## config.mk

```make
export PLATFORM = sky130hd
export DESIGN_NAME = serial_rx_irq
export DESIGN_NICKNAME = d
export VERILOG_FILES = /design/src/serial_rx_irq_pkg.sv /design/src/serial_rx_irq.sv
export VERILOG_INCLUDE_DIRS = /design/src
export SDC_FILE = /design/constraint.sdc
export NUM_CORES = 1
export LEC_CHECK = 0
export ABC_AREA = 0
export CAP_MARGIN = 40
export CELL_PAD_IN_SITES_DETAIL_PLACEMENT = 0
export CELL_PAD_IN_SITES_GLOBAL_PLACEMENT = 2
export CORE_ASPECT_RATIO = 0.75
export CORE_MARGIN = 3
export CORE_UTILIZATION = 38
export CTS_CLUSTER_SIZE = 24
export DETAILED_ROUTE_END_ITERATION = 6
export DONT_BUFFER_PORTS = 1
export HOLD_SLACK_MARGIN = 0.12
export PLACE_DENSITY_LB_ADDON = 0.1
export SYNTH_ARGS = -nofsm -noshare
export SYNTH_HDL_FRONTEND = slang
export SYNTH_SLANG_ARGS = --single-unit
```

## constraint.sdc

```tcl
create_clock -name i_clock -period 4.6 [get_ports i_clock]
set_input_delay 0.46 -clock i_clock [delete_from_list [all_inputs] [get_ports i_clock]]
set_output_delay 0.46 -clock i_clock [all_outputs]
set_load 0.02 [all_outputs]
```

## src/serial_rx_irq_defs.svh

```systemverilog
// register offsets, field positions, reset values and timing counts of the serial channel
`ifndef SERIAL_RX_IRQ_DEFS_SVH
`define SERIAL_RX_IRQ_DEFS_SVH
`define OFS_MODE 8'h00
`define OFS_BRATE 8'h04
`define OFS_CTRL 8'h08
`define OFS_TXDATA 8'h0C
`define OFS_STATUS 8'h10
`define OFS_RXDATA 8'h14
`define OFS_PORT 8'h18
// mode register bits
`define MODE_CLOCKED 7
// control register bits
`define CTRL_TIE 7
`define CTRL_RIE 6
`define CTRL_TE 5
`define CTRL_RE 4
`define CTRL_TX_END_IRQ_ENABLE 2
`define CTRL_CLOCK_SOURCE_BIT1 1
`define CTRL_CLOCK_SOURCE_BIT0 0
// status register bits
`define ST_TX_EMPTY_FLAG 7
`define ST_RX_FULL_FLAG 6
`define ST_OVERRUN_FLAG 5
`define ST_FER 4
`define ST_PER 3
`define ST_TX_END_FLAG 2
// port register bits
`define PORT_TXD_DR 0
`define PORT_TXD_DDR 1
`define PORT_SCK_DR 2
`define PORT_SCK_DDR 3
`define RST_MODE 8'h00
`define RST_BRATE 8'hFF
`define RST_CTRL 8'h00
`define RST_TXDATA 8'hFF
`define RST_STATUS 8'h84
`define OVERSAMPLE 16
`define SAMPLE_POINT 8
`define DATA_BITS 8
`endif

```

## src/serial_rx_irq_pkg.sv

```systemverilog
// types shared by the serial channel
package serial_rx_irq_pkg;
  typedef struct packed {
    logic rx_error_irq;
    logic rx_full_irq;
    logic tx_empty_irq;
    logic tx_end_irq;
  } irq_lines_t;
  typedef enum logic [1:0] {
    TX_IDLE = 2'b00,
    TX_SHIFT = 2'b01,
    TX_HOLD = 2'b10
  } tx_state_t;
  typedef enum logic [1:0] {
    RX_IDLE = 2'b00,
    RX_START = 2'b01,
    RX_DATA = 2'b10,
    RX_STOP = 2'b11
  } rx_state_t;
endpackage : serial_rx_irq_pkg

```

## src/serial_rx_irq.sv

```systemverilog
// serial channel: receive path, status flags, transmitter and interrupt lines, with axi4-lite slave
// What this block does
// - dma read of received byte clears the full flag automatically.
// - serial bits shift in least significant first, most significant last.
// - end of byte: empty holder takes data and sets full, or only framing error if stop bit low; else error.
// - any receive error blocks further transmit and receive until cleared.
// - full interrupt line high while full flag and receive interrupt enable set.
// - error line high while any error flag and receive interrupt enable set.
// - empty line high while transmit-empty flag and its enable set.
// - end line high while transmit-end flag and its enable set.
// - dma write of transmit byte clears the transmit-empty flag.
// - only full and empty requests may start a dma transfer.
// - four separate lines, fixed priority error, full, empty, end.
// - only channel zero offers its requests as dma triggers.
// - move to shift register sets empty flag; writes always accepted.
// - overrun keeps full, drops byte; framing error still transfers.
// - during break the receiver runs, framing error sets again.
// - clearing transmit enable resets transmitter; pin then follows port bits.
// - clocked mode never starts transmit while an error flag is set.
// - clearing receive enable leaves the error flags untouched.
// - async receive at sixteen times bit rate, sample on eighth tick.
// - clock pin drives low half a cycle when clocked mode clears with transmit enable and both clock source bits clear.
// - clearing transmit enable sets empty flag, initialises shift register.
// - clocked mode samples on rising serial clock, eight bit bytes.
`timescale 1ns/1ps
`include "serial_rx_irq_defs.svh"
module serial_rx_irq
  import serial_rx_irq_pkg::*;
#(
  parameter int CHANNEL = 0
) (
  // clock and reset
  input wire logic i_clock,
  input wire logic i_reset,
  // axi4-lite write
  input wire logic [7:0] i_awaddr,
  input wire logic i_awvalid,
  output logic o_awready,
  input wire logic [31:0] i_wdata,
  input wire logic [3:0] i_wstrb,
  input wire logic i_wvalid,
  output logic o_wready,
  output logic [1:0] o_bresp,
  output logic o_bvalid,
  input wire logic i_bready,
  // axi4-lite read
  input wire logic [7:0] i_araddr,
  input wire logic i_arvalid,
  output logic o_arready,
  output logic [31:0] o_rdata,
  output logic [1:0] o_rresp,
  output logic o_rvalid,
  input wire logic i_rready,
  // dma controller
  input wire logic i_dma_rx_read,
  input wire logic i_dma_tx_write,
  input wire logic [7:0] i_dma_tx_data,
  output logic [7:0] o_dma_rx_data,
  output logic o_dma_rx_req,
  output logic o_dma_tx_req,
  // serial pins
  input wire logic i_rxd,
  input wire logic i_sck,
  output logic o_txd,
  output logic o_txd_oe_n,
  output logic o_sck,
  output logic o_sck_oe_n,
  // interrupt lines
  output irq_lines_t o_irq
);
  logic [7:0] mode_r, brate_r, ctrl_r, tx_holding_reg, port_r;
  logic [7:0] rx_holding_reg, rx_shift_reg, tx_shift_reg;
  logic tx_empty_flag, rx_full_flag, overrun_flag, framing_err_flag, parity_err_flag, tx_end_flag;
  // pin synchronisers
  logic rxd_s1_r, rxd_r, sck_s1_r, sck_r, sck_d_r;
  always_ff @(posedge i_clock or posedge i_reset) begin
    if (i_reset) begin
      rxd_s1_r <= 1'b1;
      rxd_r <= 1'b1;
      sck_s1_r <= 1'b1;
      sck_r <= 1'b1;
      sck_d_r <= 1'b1;
    end else begin
      rxd_s1_r <= i_rxd;
      rxd_r <= rxd_s1_r;
      sck_s1_r <= i_sck;
      sck_r <= sck_s1_r;
      sck_d_r <= sck_r;
    end
  end
  wire clocked = mode_r[`MODE_CLOCKED];
  wire tx_en = ctrl_r[`CTRL_TE];
  wire rx_en = ctrl_r[`CTRL_RE];
  wire any_err = overrun_flag | framing_err_flag | parity_err_flag;
  wire ext_clk = ctrl_r[`CTRL_CLOCK_SOURCE_BIT1];
  // internal serial clock: half period is brate_r+1 system cycles, 16 ticks per bit in async
  logic [7:0] div_r;
  logic int_sck_r;
  logic tick_r;
  logic busy_clk;
  wire div_end = (div_r == brate_r);
  always_ff @(posedge i_clock or posedge i_reset) begin
    if (i_reset) begin
      div_r <= 8'h00;
      int_sck_r <= 1'b1;
      tick_r <= 1'b0;
    end else begin
      div_r <= div_end ? 8'h00 : div_r + 8'h01;
      tick_r <= div_end;
      if (div_end && busy_clk) int_sck_r <= ~int_sck_r;
      else if (!busy_clk && div_end) int_sck_r <= 1'b1;
    end
  end
  wire int_rise = div_end && busy_clk && !int_sck_r;
  wire int_fall = div_end && busy_clk && int_sck_r;
  wire sck_rise = ext_clk ? (sck_r & ~sck_d_r) : int_rise;
  wire sck_fall = ext_clk ? (~sck_r & sck_d_r) : int_fall;
  // bus slave
  logic aw_got_r, w_got_r;
  logic [7:0] aw_r;
  logic [31:0] w_r;
  logic [3:0] ws_r;
  wire aw_hs = i_awvalid & o_awready;
  wire w_hs = i_wvalid & o_wready;
  wire do_write = aw_got_r & w_got_r & ~o_bvalid;
  wire wr_ctrl = do_write & (aw_r == `OFS_CTRL) & ws_r[0];
  wire wr_mode = do_write & (aw_r == `OFS_MODE) & ws_r[0];
  wire wr_brate = do_write & (aw_r == `OFS_BRATE) & ws_r[0];
  wire wr_port = do_write & (aw_r == `OFS_PORT) & ws_r[0];
  wire wr_tx = do_write & (aw_r == `OFS_TXDATA) & ws_r[0];
  wire wr_stat = do_write & (aw_r == `OFS_STATUS) & ws_r[0];
  wire wr_known = (aw_r == `OFS_CTRL) | (aw_r == `OFS_MODE) | (aw_r == `OFS_BRATE) | (aw_r == `OFS_PORT) |
                  (aw_r == `OFS_TXDATA) | (aw_r == `OFS_STATUS) | (aw_r == `OFS_RXDATA);
  wire [7:0] wb = w_r[7:0];
  // status: software may only write zero to clear a flag
  wire clr_tx_empty_flag = wr_stat & ~wb[`ST_TX_EMPTY_FLAG];
  wire clr_rx_full_flag = wr_stat & ~wb[`ST_RX_FULL_FLAG];
  wire clr_overrun_flag = wr_stat & ~wb[`ST_OVERRUN_FLAG];
  wire clr_fer = wr_stat & ~wb[`ST_FER];
  wire clr_per = wr_stat & ~wb[`ST_PER];
  wire clr_tx_end_flag = wr_stat & ~wb[`ST_TX_END_FLAG];
  wire [7:0] status = {tx_empty_flag, rx_full_flag, overrun_flag, framing_err_flag,
                       parity_err_flag, tx_end_flag, 2'b00};
  logic [7:0] rsel;
  always_comb begin
    case (i_araddr)
      `OFS_MODE: rsel = mode_r;
      `OFS_BRATE: rsel = brate_r;
      `OFS_CTRL: rsel = ctrl_r;
      `OFS_TXDATA: rsel = tx_holding_reg;
      `OFS_STATUS: rsel = status;
      `OFS_RXDATA: rsel = rx_holding_reg;
      `OFS_PORT: rsel = port_r;
      default: rsel = 8'h00;
    endcase
  end
  wire rd_known = (i_araddr <= `OFS_PORT) && (i_araddr[1:0] == 2'b00);
  wire ar_hs = i_arvalid & o_arready;
  always_ff @(posedge i_clock or posedge i_reset) begin
    if (i_reset) begin
      aw_got_r <= 1'b0;
      w_got_r <= 1'b0;
      aw_r <= 8'h00;
      w_r <= 32'h0000_0000;
      ws_r <= 4'h0;
      o_awready <= 1'b1;
      o_wready <= 1'b1;
      o_bvalid <= 1'b0;
      o_bresp <= 2'b00;
      o_arready <= 1'b1;
      o_rvalid <= 1'b0;
      o_rresp <= 2'b00;
      o_rdata <= 32'h0000_0000;
    end else begin
      if (aw_hs) begin
        aw_got_r <= 1'b1;
        aw_r <= i_awaddr;
        o_awready <= 1'b0;
      end
      if (w_hs) begin
        w_got_r <= 1'b1;
        w_r <= i_wdata;
        ws_r <= i_wstrb;
        o_wready <= 1'b0;
      end
      if (do_write) begin
        o_bvalid <= 1'b1;
        o_bresp <= wr_known ? 2'b00 : 2'b10;
      end
      if (o_bvalid && i_bready) begin
        o_bvalid <= 1'b0;
        aw_got_r <= 1'b0;
        w_got_r <= 1'b0;
        o_awready <= 1'b1;
        o_wready <= 1'b1;
      end
      if (ar_hs) begin
        o_arready <= 1'b0;
        o_rvalid <= 1'b1;
        o_rdata <= {24'h00_0000, rsel};
        o_rresp <= rd_known ? 2'b00 : 2'b10;
      end
      if (o_rvalid && i_rready) begin
        o_rvalid <= 1'b0;
        o_arready <= 1'b1;
      end
    end
  end
  // control registers
  always_ff @(posedge i_clock or posedge i_reset) begin
    if (i_reset) begin
      mode_r <= `RST_MODE;
      brate_r <= `RST_BRATE;
      ctrl_r <= `RST_CTRL;
      port_r <= 8'h00;
    end else begin
      if (wr_mode) mode_r <= wb;
      if (wr_brate) brate_r <= wb;
      if (wr_ctrl) ctrl_r <= wb;
      if (wr_port) port_r <= wb;
    end
  end
  // transmitter, clocked framing only
  tx_state_t tx_state_r;
  logic [2:0] tx_cnt_r;
  logic txd_r;
  wire tx_data_wr = wr_tx | i_dma_tx_write;
  wire [7:0] tx_data_in = i_dma_tx_data;
  wire tx_can_load = tx_en && !tx_empty_flag && !any_err;
  assign busy_clk = (tx_state_r == TX_SHIFT) || (rx_en && !ext_clk && !any_err && !rx_full_flag) || tx_can_load;
  logic tx_load;
  always_comb begin
    tx_load = 1'b0;
    case (tx_state_r)
      TX_IDLE, TX_HOLD: tx_load = tx_can_load && clocked;
      TX_SHIFT: tx_load = sck_fall && (tx_cnt_r == 3'd7) && tx_can_load;
      default: tx_load = 1'b0;
    endcase
  end
  always_ff @(posedge i_clock or posedge i_reset) begin
    if (i_reset) begin
      tx_state_r <= TX_IDLE;
      tx_cnt_r <= 3'd0;
      tx_shift_reg <= 8'hFF;
      txd_r <= 1'b1;
    end else if (!tx_en) begin
      tx_state_r <= TX_IDLE;
      tx_cnt_r <= 3'd0;
      tx_shift_reg <= 8'hFF;
      txd_r <= 1'b1;
    end else begin
      case (tx_state_r)
        TX_IDLE, TX_HOLD: begin
          if (tx_load) begin
            tx_shift_reg <= tx_holding_reg;
            tx_cnt_r <= 3'd0;
            tx_state_r <= TX_SHIFT;
          end
        end
        TX_SHIFT: begin
          if (sck_fall) begin
            txd_r <= tx_shift_reg[tx_cnt_r];
            if (tx_cnt_r == 3'd7) begin
              if (tx_load) begin
                tx_shift_reg <= tx_holding_reg;
                tx_cnt_r <= 3'd0;
              end else begin
                tx_state_r <= TX_HOLD;
              end
            end else begin
              tx_cnt_r <= tx_cnt_r + 3'd1;
            end
          end
        end
        default: tx_state_r <= TX_IDLE;
      endcase
    end
  end
  wire tx_last_done = (tx_state_r == TX_SHIFT) && sck_fall && (tx_cnt_r == 3'd7) && !tx_can_load;
  always_ff @(posedge i_clock or posedge i_reset) begin
    if (i_reset) begin
      tx_holding_reg <= `RST_TXDATA;
      tx_empty_flag <= 1'b1;
      tx_end_flag <= 1'b1;
    end else begin
      if (tx_data_wr) tx_holding_reg <= wr_tx ? wb : tx_data_in;
      // set wins over clear
      if (!tx_en || tx_load) tx_empty_flag <= 1'b1;
      else if (clr_tx_empty_flag || (i_dma_tx_write && CHANNEL == 0)) tx_empty_flag <= 1'b0;
      if (!tx_en || tx_last_done) tx_end_flag <= 1'b1;
      else if (clr_tx_end_flag || tx_load) tx_end_flag <= 1'b0;
    end
  end
  // receiver
  rx_state_t rx_state_r;
  logic [2:0] rx_cnt_r;
  logic [3:0] os_r;
  logic rx_par_r;
  wire rx_ok = rx_en && !any_err;
  wire os_tick = tick_r && !clocked;
  wire os_mid = os_tick && (os_r == 4'(`SAMPLE_POINT - 1));
  wire rx_bit = clocked ? sck_rise : os_mid;
  logic rx_done, rx_ferr;
  assign rx_done = clocked ? (rx_state_r == RX_DATA && rx_bit && rx_cnt_r == 3'd7)
                           : (rx_state_r == RX_STOP && os_mid);
  assign rx_ferr = !clocked && !rxd_r;
  wire [7:0] rx_byte = {rxd_r, rx_shift_reg[7:1]};
  always_ff @(posedge i_clock or posedge i_reset) begin
    if (i_reset) begin
      rx_state_r <= RX_IDLE;
      rx_cnt_r <= 3'd0;
      os_r <= 4'h0;
      rx_shift_reg <= 8'h00;
      rx_par_r <= 1'b0;
    end else if (!rx_ok) begin
      rx_state_r <= RX_IDLE;
      rx_cnt_r <= 3'd0;
      os_r <= 4'h0;
    end else begin
      if (os_tick) os_r <= os_r + 4'h1;
      case (rx_state_r)
        RX_IDLE: begin
          if (clocked) rx_state_r <= RX_DATA;
          else if (!rxd_r) begin
            os_r <= 4'h0;
            rx_state_r <= RX_START;
          end
        end
        RX_START: if (os_mid) rx_state_r <= rxd_r ? RX_IDLE : RX_DATA;
        RX_DATA: begin
          if (rx_bit) begin
            rx_shift_reg <= rx_byte;
            rx_par_r <= rx_par_r ^ rxd_r;
            rx_cnt_r <= rx_cnt_r + 3'd1;
            if (rx_cnt_r == 3'd7) rx_state_r <= clocked ? RX_DATA : RX_STOP;
          end
        end
        RX_STOP: if (os_mid) rx_state_r <= RX_IDLE;
        default: rx_state_r <= RX_IDLE;
      endcase
    end
  end
  wire [7:0] rx_final = clocked ? rx_byte : rx_shift_reg;
  wire rx_take = rx_ok && rx_done && !rx_full_flag;
  wire rx_over = rx_ok && rx_done && rx_full_flag;
  wire dma_rd = i_dma_rx_read && (CHANNEL == 0);
  always_ff @(posedge i_clock or posedge i_reset) begin
    if (i_reset) begin
      rx_holding_reg <= 8'h00;
      rx_full_flag <= 1'b0;
      overrun_flag <= 1'b0;
      framing_err_flag <= 1'b0;
      parity_err_flag <= 1'b0;
    end else begin
      if (rx_take) rx_holding_reg <= rx_final;
      if (rx_take && !rx_ferr) rx_full_flag <= 1'b1;
      else if (clr_rx_full_flag || dma_rd) rx_full_flag <= 1'b0;
      if (rx_over) overrun_flag <= 1'b1;
      else if (clr_overrun_flag) overrun_flag <= 1'b0;
      if (rx_take && rx_ferr) framing_err_flag <= 1'b1;
      else if (clr_fer) framing_err_flag <= 1'b0;
      if (clr_per) parity_err_flag <= 1'b0;
    end
  end
  // clock pin: low hold for half a serial clock when clocked mode clears with transmit enable and both clock source bits clear
  logic sck_glitch_r;
  logic clocked_d_r;
  always_ff @(posedge i_clock or posedge i_reset) begin
    if (i_reset) begin
      sck_glitch_r <= 1'b0;
      clocked_d_r <= 1'b0;
    end else begin
      clocked_d_r <= clocked;
      if (clocked_d_r && !clocked && !tx_en && !ext_clk && !ctrl_r[`CTRL_CLOCK_SOURCE_BIT0]) sck_glitch_r <= 1'b1;
      else if (div_end) sck_glitch_r <= 1'b0;
    end
  end
  wire sck_drive_int = clocked && !ext_clk;
  // outputs, all registered; interrupt lines are plain levels
  always_ff @(posedge i_clock or posedge i_reset) begin
    if (i_reset) begin
      o_irq <= '0;
      o_dma_rx_req <= 1'b0;
      o_dma_tx_req <= 1'b0;
      o_dma_rx_data <= 8'h00;
      o_txd <= 1'b1;
      o_txd_oe_n <= 1'b1;
      o_sck <= 1'b1;
      o_sck_oe_n <= 1'b1;
    end else begin
      o_irq.rx_error_irq <= any_err && ctrl_r[`CTRL_RIE];
      o_irq.rx_full_irq <= rx_full_flag && ctrl_r[`CTRL_RIE];
      o_irq.tx_empty_irq <= tx_empty_flag && ctrl_r[`CTRL_TIE];
      o_irq.tx_end_irq <= tx_end_flag && ctrl_r[`CTRL_TX_END_IRQ_ENABLE];
      o_dma_rx_req <= (CHANNEL == 0) && rx_full_flag && ctrl_r[`CTRL_RIE] && !dma_rd;
      o_dma_tx_req <= (CHANNEL == 0) && tx_empty_flag && ctrl_r[`CTRL_TIE] && tx_en && !i_dma_tx_write;
      o_dma_rx_data <= rx_holding_reg;
      o_txd <= tx_en ? txd_r : port_r[`PORT_TXD_DR];
      o_txd_oe_n <= tx_en ? 1'b0 : ~port_r[`PORT_TXD_DDR];
      if (sck_glitch_r) begin
        o_sck <= 1'b0;
        o_sck_oe_n <= 1'b0;
      end else if (sck_drive_int) begin
        o_sck <= int_sck_r;
        o_sck_oe_n <= 1'b0;
      end else begin
        o_sck <= port_r[`PORT_SCK_DR];
        o_sck_oe_n <= ~port_r[`PORT_SCK_DDR];
      end
    end
  end
endmodule : serial_rx_irq

```

==> results of run 1 <==
[cell type report]
type	count	area, um2
fillers	1773	10500
flip-flops and latches	153	3880
multi-input cells	418	3150
clock buffers	19	443
well taps	247	309
clock inverters	13	135
repair buffers	15	130
inverters	11	46.3
[Yosys cell counts (4+ instances only)]
master    count  area share [%]
nand2b_1      7            0.60
xnor2_1       4            0.48
buf_4        26             2.7
mux2_1        7             1.1
dfstp_2      40              14
a21oi_1      23             1.6
nor2_1       31             1.6
nand4_1       4            0.34
nand2_1      26             1.3
dfrtp_1     113              39
nor3b_1       5            0.52
nor4_1        4            0.34
clkbuf_1     14            0.72
a22o_1        8            0.97
ha_1          6             1.0
nand3_1      32             2.2
o21ai_0      23             1.6
mux2_2       84              13
nor3_1        6            0.41
nor2b_1       8            0.69
mux2i_1      14             1.9
and2_1        4            0.34
and3_1        4            0.34
xor2_1       13             1.6
nand3b_1      7            0.72
or4_1         4            0.41
inv_1        11            0.57
a22oi_1      13             1.3
[placed cells by master (no fill, tap or decap), types with 7 or more instances in the layout]
cell / netlist / routed
a21oi_1: 23 / 23
a22o_1: 8 / 8
a22oi_1: 13 / 13
clkbuf_16: 0 / 17
conb_1: 1 / 26
dfrtp_1: 113 / 113
dfstp_2: 40 / 40
dlygate4sd3_1: 0 / 9
inv_1: 11 / 10
mux2_1: 7 / 7
mux2_2: 84 / 84
mux2i_1: 14 / 14
nand2_1: 26 / 26
nand2b_1: 7 / 7
nand3_1: 32 / 32
nand3b_1: 7 / 7
nor2_1: 31 / 31
nor2b_1: 8 / 8
o21ai_0: 23 / 23
xor2_1: 13 / 13
[report_power, final]
group | switching (mW) | leakage [nW] | internal, mW
clock network | 0.606 | 0.283 | 0.776
registers | 0.287 | 1.94 | 1.55
logic | 0.291 | 1.38 | 0.222
[kinds of logic (layout without fill, tap and decap cells)]
kind of cell / after synthesis / count (layout)
fa+ha+maj: 6 / 6
other cells: 1 / 26
mux: 107 / 107
flops: 153 / 153
buf+inv: 58 / 58
simple gates: 161 / 161
compound gates: 101 / 101
xor+xnor: 17 / 17
[path summary, 6_finish.rpt]
| check | startpoint | endpoint | slack (ps) | cells after the start |
|---|---|---|---|---|
| min in group asynchronous | i_reset | rx_shift_reg[3]$_DFFE_PP0P_ | 640 | 2 |
| setup / recovery | brate_r[7]$_DFFE_PP1P_ | rx_holding_reg[0]$_DFFE_PP0P_ | 1370 | 5 |
| setup reg to reg | brate_r[7]$_DFFE_PP1P_ | rx_holding_reg[0]$_DFFE_PP0P_ | 1370 | 5 |
| max in group asynchronous | i_reset | o_txd_oe_n$_DFF_PP1_ | 2890 | 3 |
| hold reg to reg | sck_s1_r$_DFF_PP1_ | sck_r$_DFF_PP1_ | 360 | 0 |
| hold / removal | i_rready | o_arready$_DFFE_PP1P_ | 150 | 2 |
[metal layers]
metal	share of wire [%]	GRT usage, %	wire [um]
met1	51	29.0	9340
met2	44	26.2	8030
met3	4.5	4.11	831
met4	1.1	4.40	196
met5	0	0	0
[what timing repair did]
item,4_1_cts,5_1_grt
buffers inserted,0,0
hold endpoints to repair,66,0
hold buffers,9,0
[through the flow]
stage / hold WS [ps] / instances / power, mW / util, % / setup slack (ps)
detailed placement: 348 / 834 / 2.37 / 39.8 / 1350
CTS: 140 / 875 / 3.77 / 43.4 / 1340
global route: 161 / 876 / 3.92 / 43.4 / 1140
finish: 154 / 876 / 3.73 / 43.4 / 1370
global placement: 348 / 833 / 2.35 / 39.8 / 1400
floorplan: 345 / 629 / 2.18 / - / 84.7
==> out/metrics.cfg, run 1 <==
[placed_design]
gp_congestion = 0.839
dp_hpwl_um = 13500
placed_cell_area_um2 = 7410
port_buffers = 0

[grt]
grt_pass1_wl_um = 29300
grt_usage_pct = 18.6
grt_pass1_vias = 4819
grt_antenna_before_repair = 0
grt_max_degree = 77
grt_overflow = 0

[timing]
worstMarginPinSlew_ps = 826
finalHoldViolations = 0
fmaxAchievable_mhz = 309
setup-violations-final = 0
setup_tns_ps = 0
drv_slew = 0
rsz0062_at_grt = false
relSlewSlack_pct = 44.9
fin_crit_ps = 3230
fin_skew_ps = 8.19
period_share_pct = 70.3

[logic_synthesis]
async_reset_ff_share_pct = 100
syn_inst = 604
yosys_warnings = 0
ys_seq_area_share_pct = 53.4
synthFlopType = dfrtp_1
synth_seq_cells = 153
netlist_area_um2 = 7260
synth_top_family_by_area = multiplexers
synthMuxAreaShare_pct = 16.7
synth-xor-area-share_pct = 2.05
synth_fa_ha_area_share_pct = 1.03
synth-simple-area-share_pct = 12.3
synth_compound_area_share_pct = 9.89
yosysUniqueCellTypes = 68
avgSynthCellArea_um2 = 12.0
synth-edff-count = 0

[setup_path]
cpLargestDelayFamily = simple AND/OR/NAND/NOR gates
crit_chain = xor2_1 -> nor4_2 -> and2_0 -> a311o_1 -> mux2_1
timing.critical_path.buf_inv = 0
cp_slowest_stage_delay_ps = 760
path_max_fanout = 14
critPathArrivalTime_ps = 3530
critPathKind = register to register
cp-start-kind = register
cp-end-kind = register
crit_required_ps = 4900
slowest_stage = and2_0

[cts]
numCtsBuffers = 17
clock_sinks = 153
cts_tree = built
htree_levels = 4
cts_root_buffer = clkbuf_16
clk_path_buf_depth = 2
cts.clk_slew.worst_paths_ps = 60
worstSkewPairLatency_ps = 420
post_cts_resized = 0

[worst_hold_path]
worstHoldPathType = input pin to register

[route]
detail_route.first_pass.iterations = 5
routed_wl_um = 18400
drtAntennaViolNets = 0
via_count = 4824
drc = 0
wl_per_cell_um = 21.0
drtIter0Drc = 357
vias_per_cell = 5.51

[floorplanning]
die-height_um = 126
die_w_um = 166
fp.coreArea_um2 = 18600
die_area_um2 = 20800
pin_count = 130
std_cell_rows = 43
start_util_pct = 39.0

[layout]
diodes = 0
stdcell_area_um2 = 8090
syn2layout_area_growth_pct = 11.4
drive_gt1_share_pct = 27.7
fin_nets = 693

[pwr]
p_per_area_nw_per_um2 = 461
p_leak_nw = 3.60
ir_drop_mv = 0.293

[flow_run]
drv_cap = 0

[outcome]
status = finished, final reports clean

Note: power is estimated with default switching activity, not from simulation.
==> run 2: changes to the inputs <==
==> constraint.sdc (replaced) <==
create_clock -name i_clock -period 2.6 [get_ports i_clock]
set_input_delay 0.26 -clock i_clock [delete_from_list [all_inputs] [get_ports i_clock]]
set_output_delay 0.26 -clock i_clock [all_outputs]
set_load 0.02 [all_outputs]
==> out/metrics.cfg, run 2 (same netlist as run 1, synthesis figures left out) <==
[layout]
multi_input_area_um2 = 3150  ; unchanged
final_common_cell = dfrtp_1  ; unchanged
seq_area_um2 = 3880  ; unchanged
stdcell_area_um2 = 8530  ; was 8090 um2
n_fill_cell = 1766  ; was 1,773
final_cell_mix = dfrtp_1, mux2_2, dfstp_2, dlygate4sd3_1, nand3_1  ; was dfrtp_1, mux2_2, dfstp_2
syn2layout_area_growth_pct = 17.6  ; was 11.4%
fin_nets = 740  ; was 693
drive_gt1_share_pct = 28.0  ; was 27.7%
diodes = 0  ; unchanged

[cts]
cts_tree = built  ; unchanged
worstSkewPairLatency_ps = 420  ; about the same
cts_root_buffer = clkbuf_16  ; unchanged
postCtsSetupRepairBufs = 0  ; unchanged
numCtsBuffers = 17  ; unchanged
clk_path_buf_depth = 2  ; unchanged
htree_levels = 4  ; unchanged
cts.clk_slew.worst_paths_ps = 70  ; was 60 ps
clock_sinks = 153  ; unchanged

[grt]
grt_antenna_before_repair = 0  ; unchanged
grt_max_degree = 57  ; was 77
grt_pass1_vias = 4946  ; was 4,819
grt_overflow = 0  ; unchanged
grt_usage_pct = 18.1  ; was 18.6%
grt_pass1_wl_um = 28600  ; was 29,300 um

[placed_design]
placed_cell_area_um2 = 7570  ; was 7410 um2
port_buffers = 0  ; unchanged
gp_congestion = 0.833  ; was 0.839
dp_hpwl_um = 13200  ; was 13,500 um

[floorplanning]
die_area_um2 = 20800  ; unchanged
fp.coreArea_um2 = 18600  ; unchanged
start_util_pct = 39.0  ; unchanged
pin_count = 130  ; unchanged
std_cell_rows = 43  ; unchanged
die-height_um = 126  ; unchanged
die_w_um = 166  ; unchanged

[setup_path]
cp-start-kind = register  ; unchanged
cp-end-kind = register  ; unchanged
path_max_fanout = 9  ; was 14
critPathArrivalTime_ps = 2670  ; was 3530 ps
critPathKind = register to register  ; unchanged
crit_required_ps = 2900  ; was 4900 ps

[pwr]
ir_drop_mv = 0.436  ; was 0.293 mV
p_leak_nw = 3.81  ; was 3.60 nW
p_per_area_nw_per_um2 = 780  ; was 461 nW/um2

[route]
via_count = 4887  ; was 4,824
drc = 0  ; unchanged
routed_wl_um = 18000  ; was 18,400 um
wl_per_cell_um = 19.5  ; was 21.0 um
drtIter0Drc = 382  ; was 357
drtAntennaViolNets = 0  ; unchanged
vias_per_cell = 5.29  ; was 5.51
detail_route.first_pass.iterations = 5  ; unchanged

[worst_hold_path]
worstHoldPathType = input pin to register  ; unchanged

[timing]
worstMarginPinSlew_ps = 770  ; was 826 ps
holdWs_ps = 192  ; was 154 ps
fin_crit_ps = 2380  ; was 3230 ps
setup_tns_ps = 0  ; unchanged
fin_skew_ps = 11.0  ; was 8.19 ps
rsz0062_at_grt = false  ; unchanged
drv_slew = 0  ; unchanged
period_share_pct = 91.4  ; was 70.3%
fmaxAchievable_mhz = 421  ; was 309 MHz
finalHoldViolations = 0  ; unchanged
setup-violations-final = 0  ; unchanged
relSlewSlack_pct = 48.6  ; was 44.9%

[flow_run]
drv_cap = 0  ; unchanged

[outcome]
status = finished, final reports clean  ; unchanged

-- run 2: path summary, 6_finish.rpt --
kind / startpoint / to / slack (ps) / cells past startpoint
setup / recovery: framing_err_flag$_DFFE_PP0P_ / rx_holding_reg[5]$_DFFE_PP0P_ / 220 / 6
max in group asynchronous: i_reset / o_arready$_DFFE_PP1P_ / 1330 / 3
hold reg to reg: rxd_s1_r$_DFF_PP1_ / rxd_r$_DFF_PP1_ / 360 / 0
setup reg to reg: framing_err_flag$_DFFE_PP0P_ / rx_holding_reg[5]$_DFFE_PP0P_ / 220 / 6
min in group asynchronous: i_reset / o_dma_rx_data[1]$_DFF_PP0_ / 450 / 2
hold / removal: i_araddr[3] / o_rdata[3]$_DFFE_PP0P_ / 190 / 2
-- run 2: per-stage QoR --
stage / util [%] / instances / worst slack (ps) / power [mW]
floorplan: - / 629 / 398 / 3.85
global placement: 40.7 / 851 / 244 / 4.22
detailed placement: 40.7 / 851 / 224 / 4.26
CTS: 45.8 / 923 / 194 / 6.74
global route: 45.8 / 923 / 81.2 / 7.01
finish: 45.8 / 923 / 225 / 6.65
-- run 2: critical path: stages (launching register included) --
cell	delay, ps
dfrtp_1	440
or3b_1	580
o311ai_4	280
nor3b_1	230
a311o_1	200
buf_4	190
mux2_1	330
-- run 2: cell type report --
type	instances	area share, %
clock inverters	12	1.38
repair buffers	62	6.92
inverters	11	0.528
well taps	247	3.62
clock buffers	20	5.23
multi-input cells	418	36.9
flip-flops and latches	153	45.5
-- run 2: routing by layer --
metal | share of wire, % | routed length, um | GRT usage, % | up-vias
li1 | - | - | - | 2295
met5 | 0 | 0 | 0 | -
met3 | 4.6 | 836 | 4.60 | 9
met4 | 0.72 | 129 | 4.11 | 0
met2 | 45 | 8160 | 26.5 | 102
met1 | 49 | 8890 | 27.0 | 2481
-- run 2: where the power goes --
| part | switching (mW) | internal [mW] |
|---|---|---|
| Clock | 1.02 | 1.36 |
| Combinational | 0.545 | 0.491 |
| Sequential | 0.495 | 2.74 |
-- run 2: what timing repair did --
item,CTS,global route
gates resized for setup,0,0
hold buffers,40,0
endpoints found under the hold margin,63,0
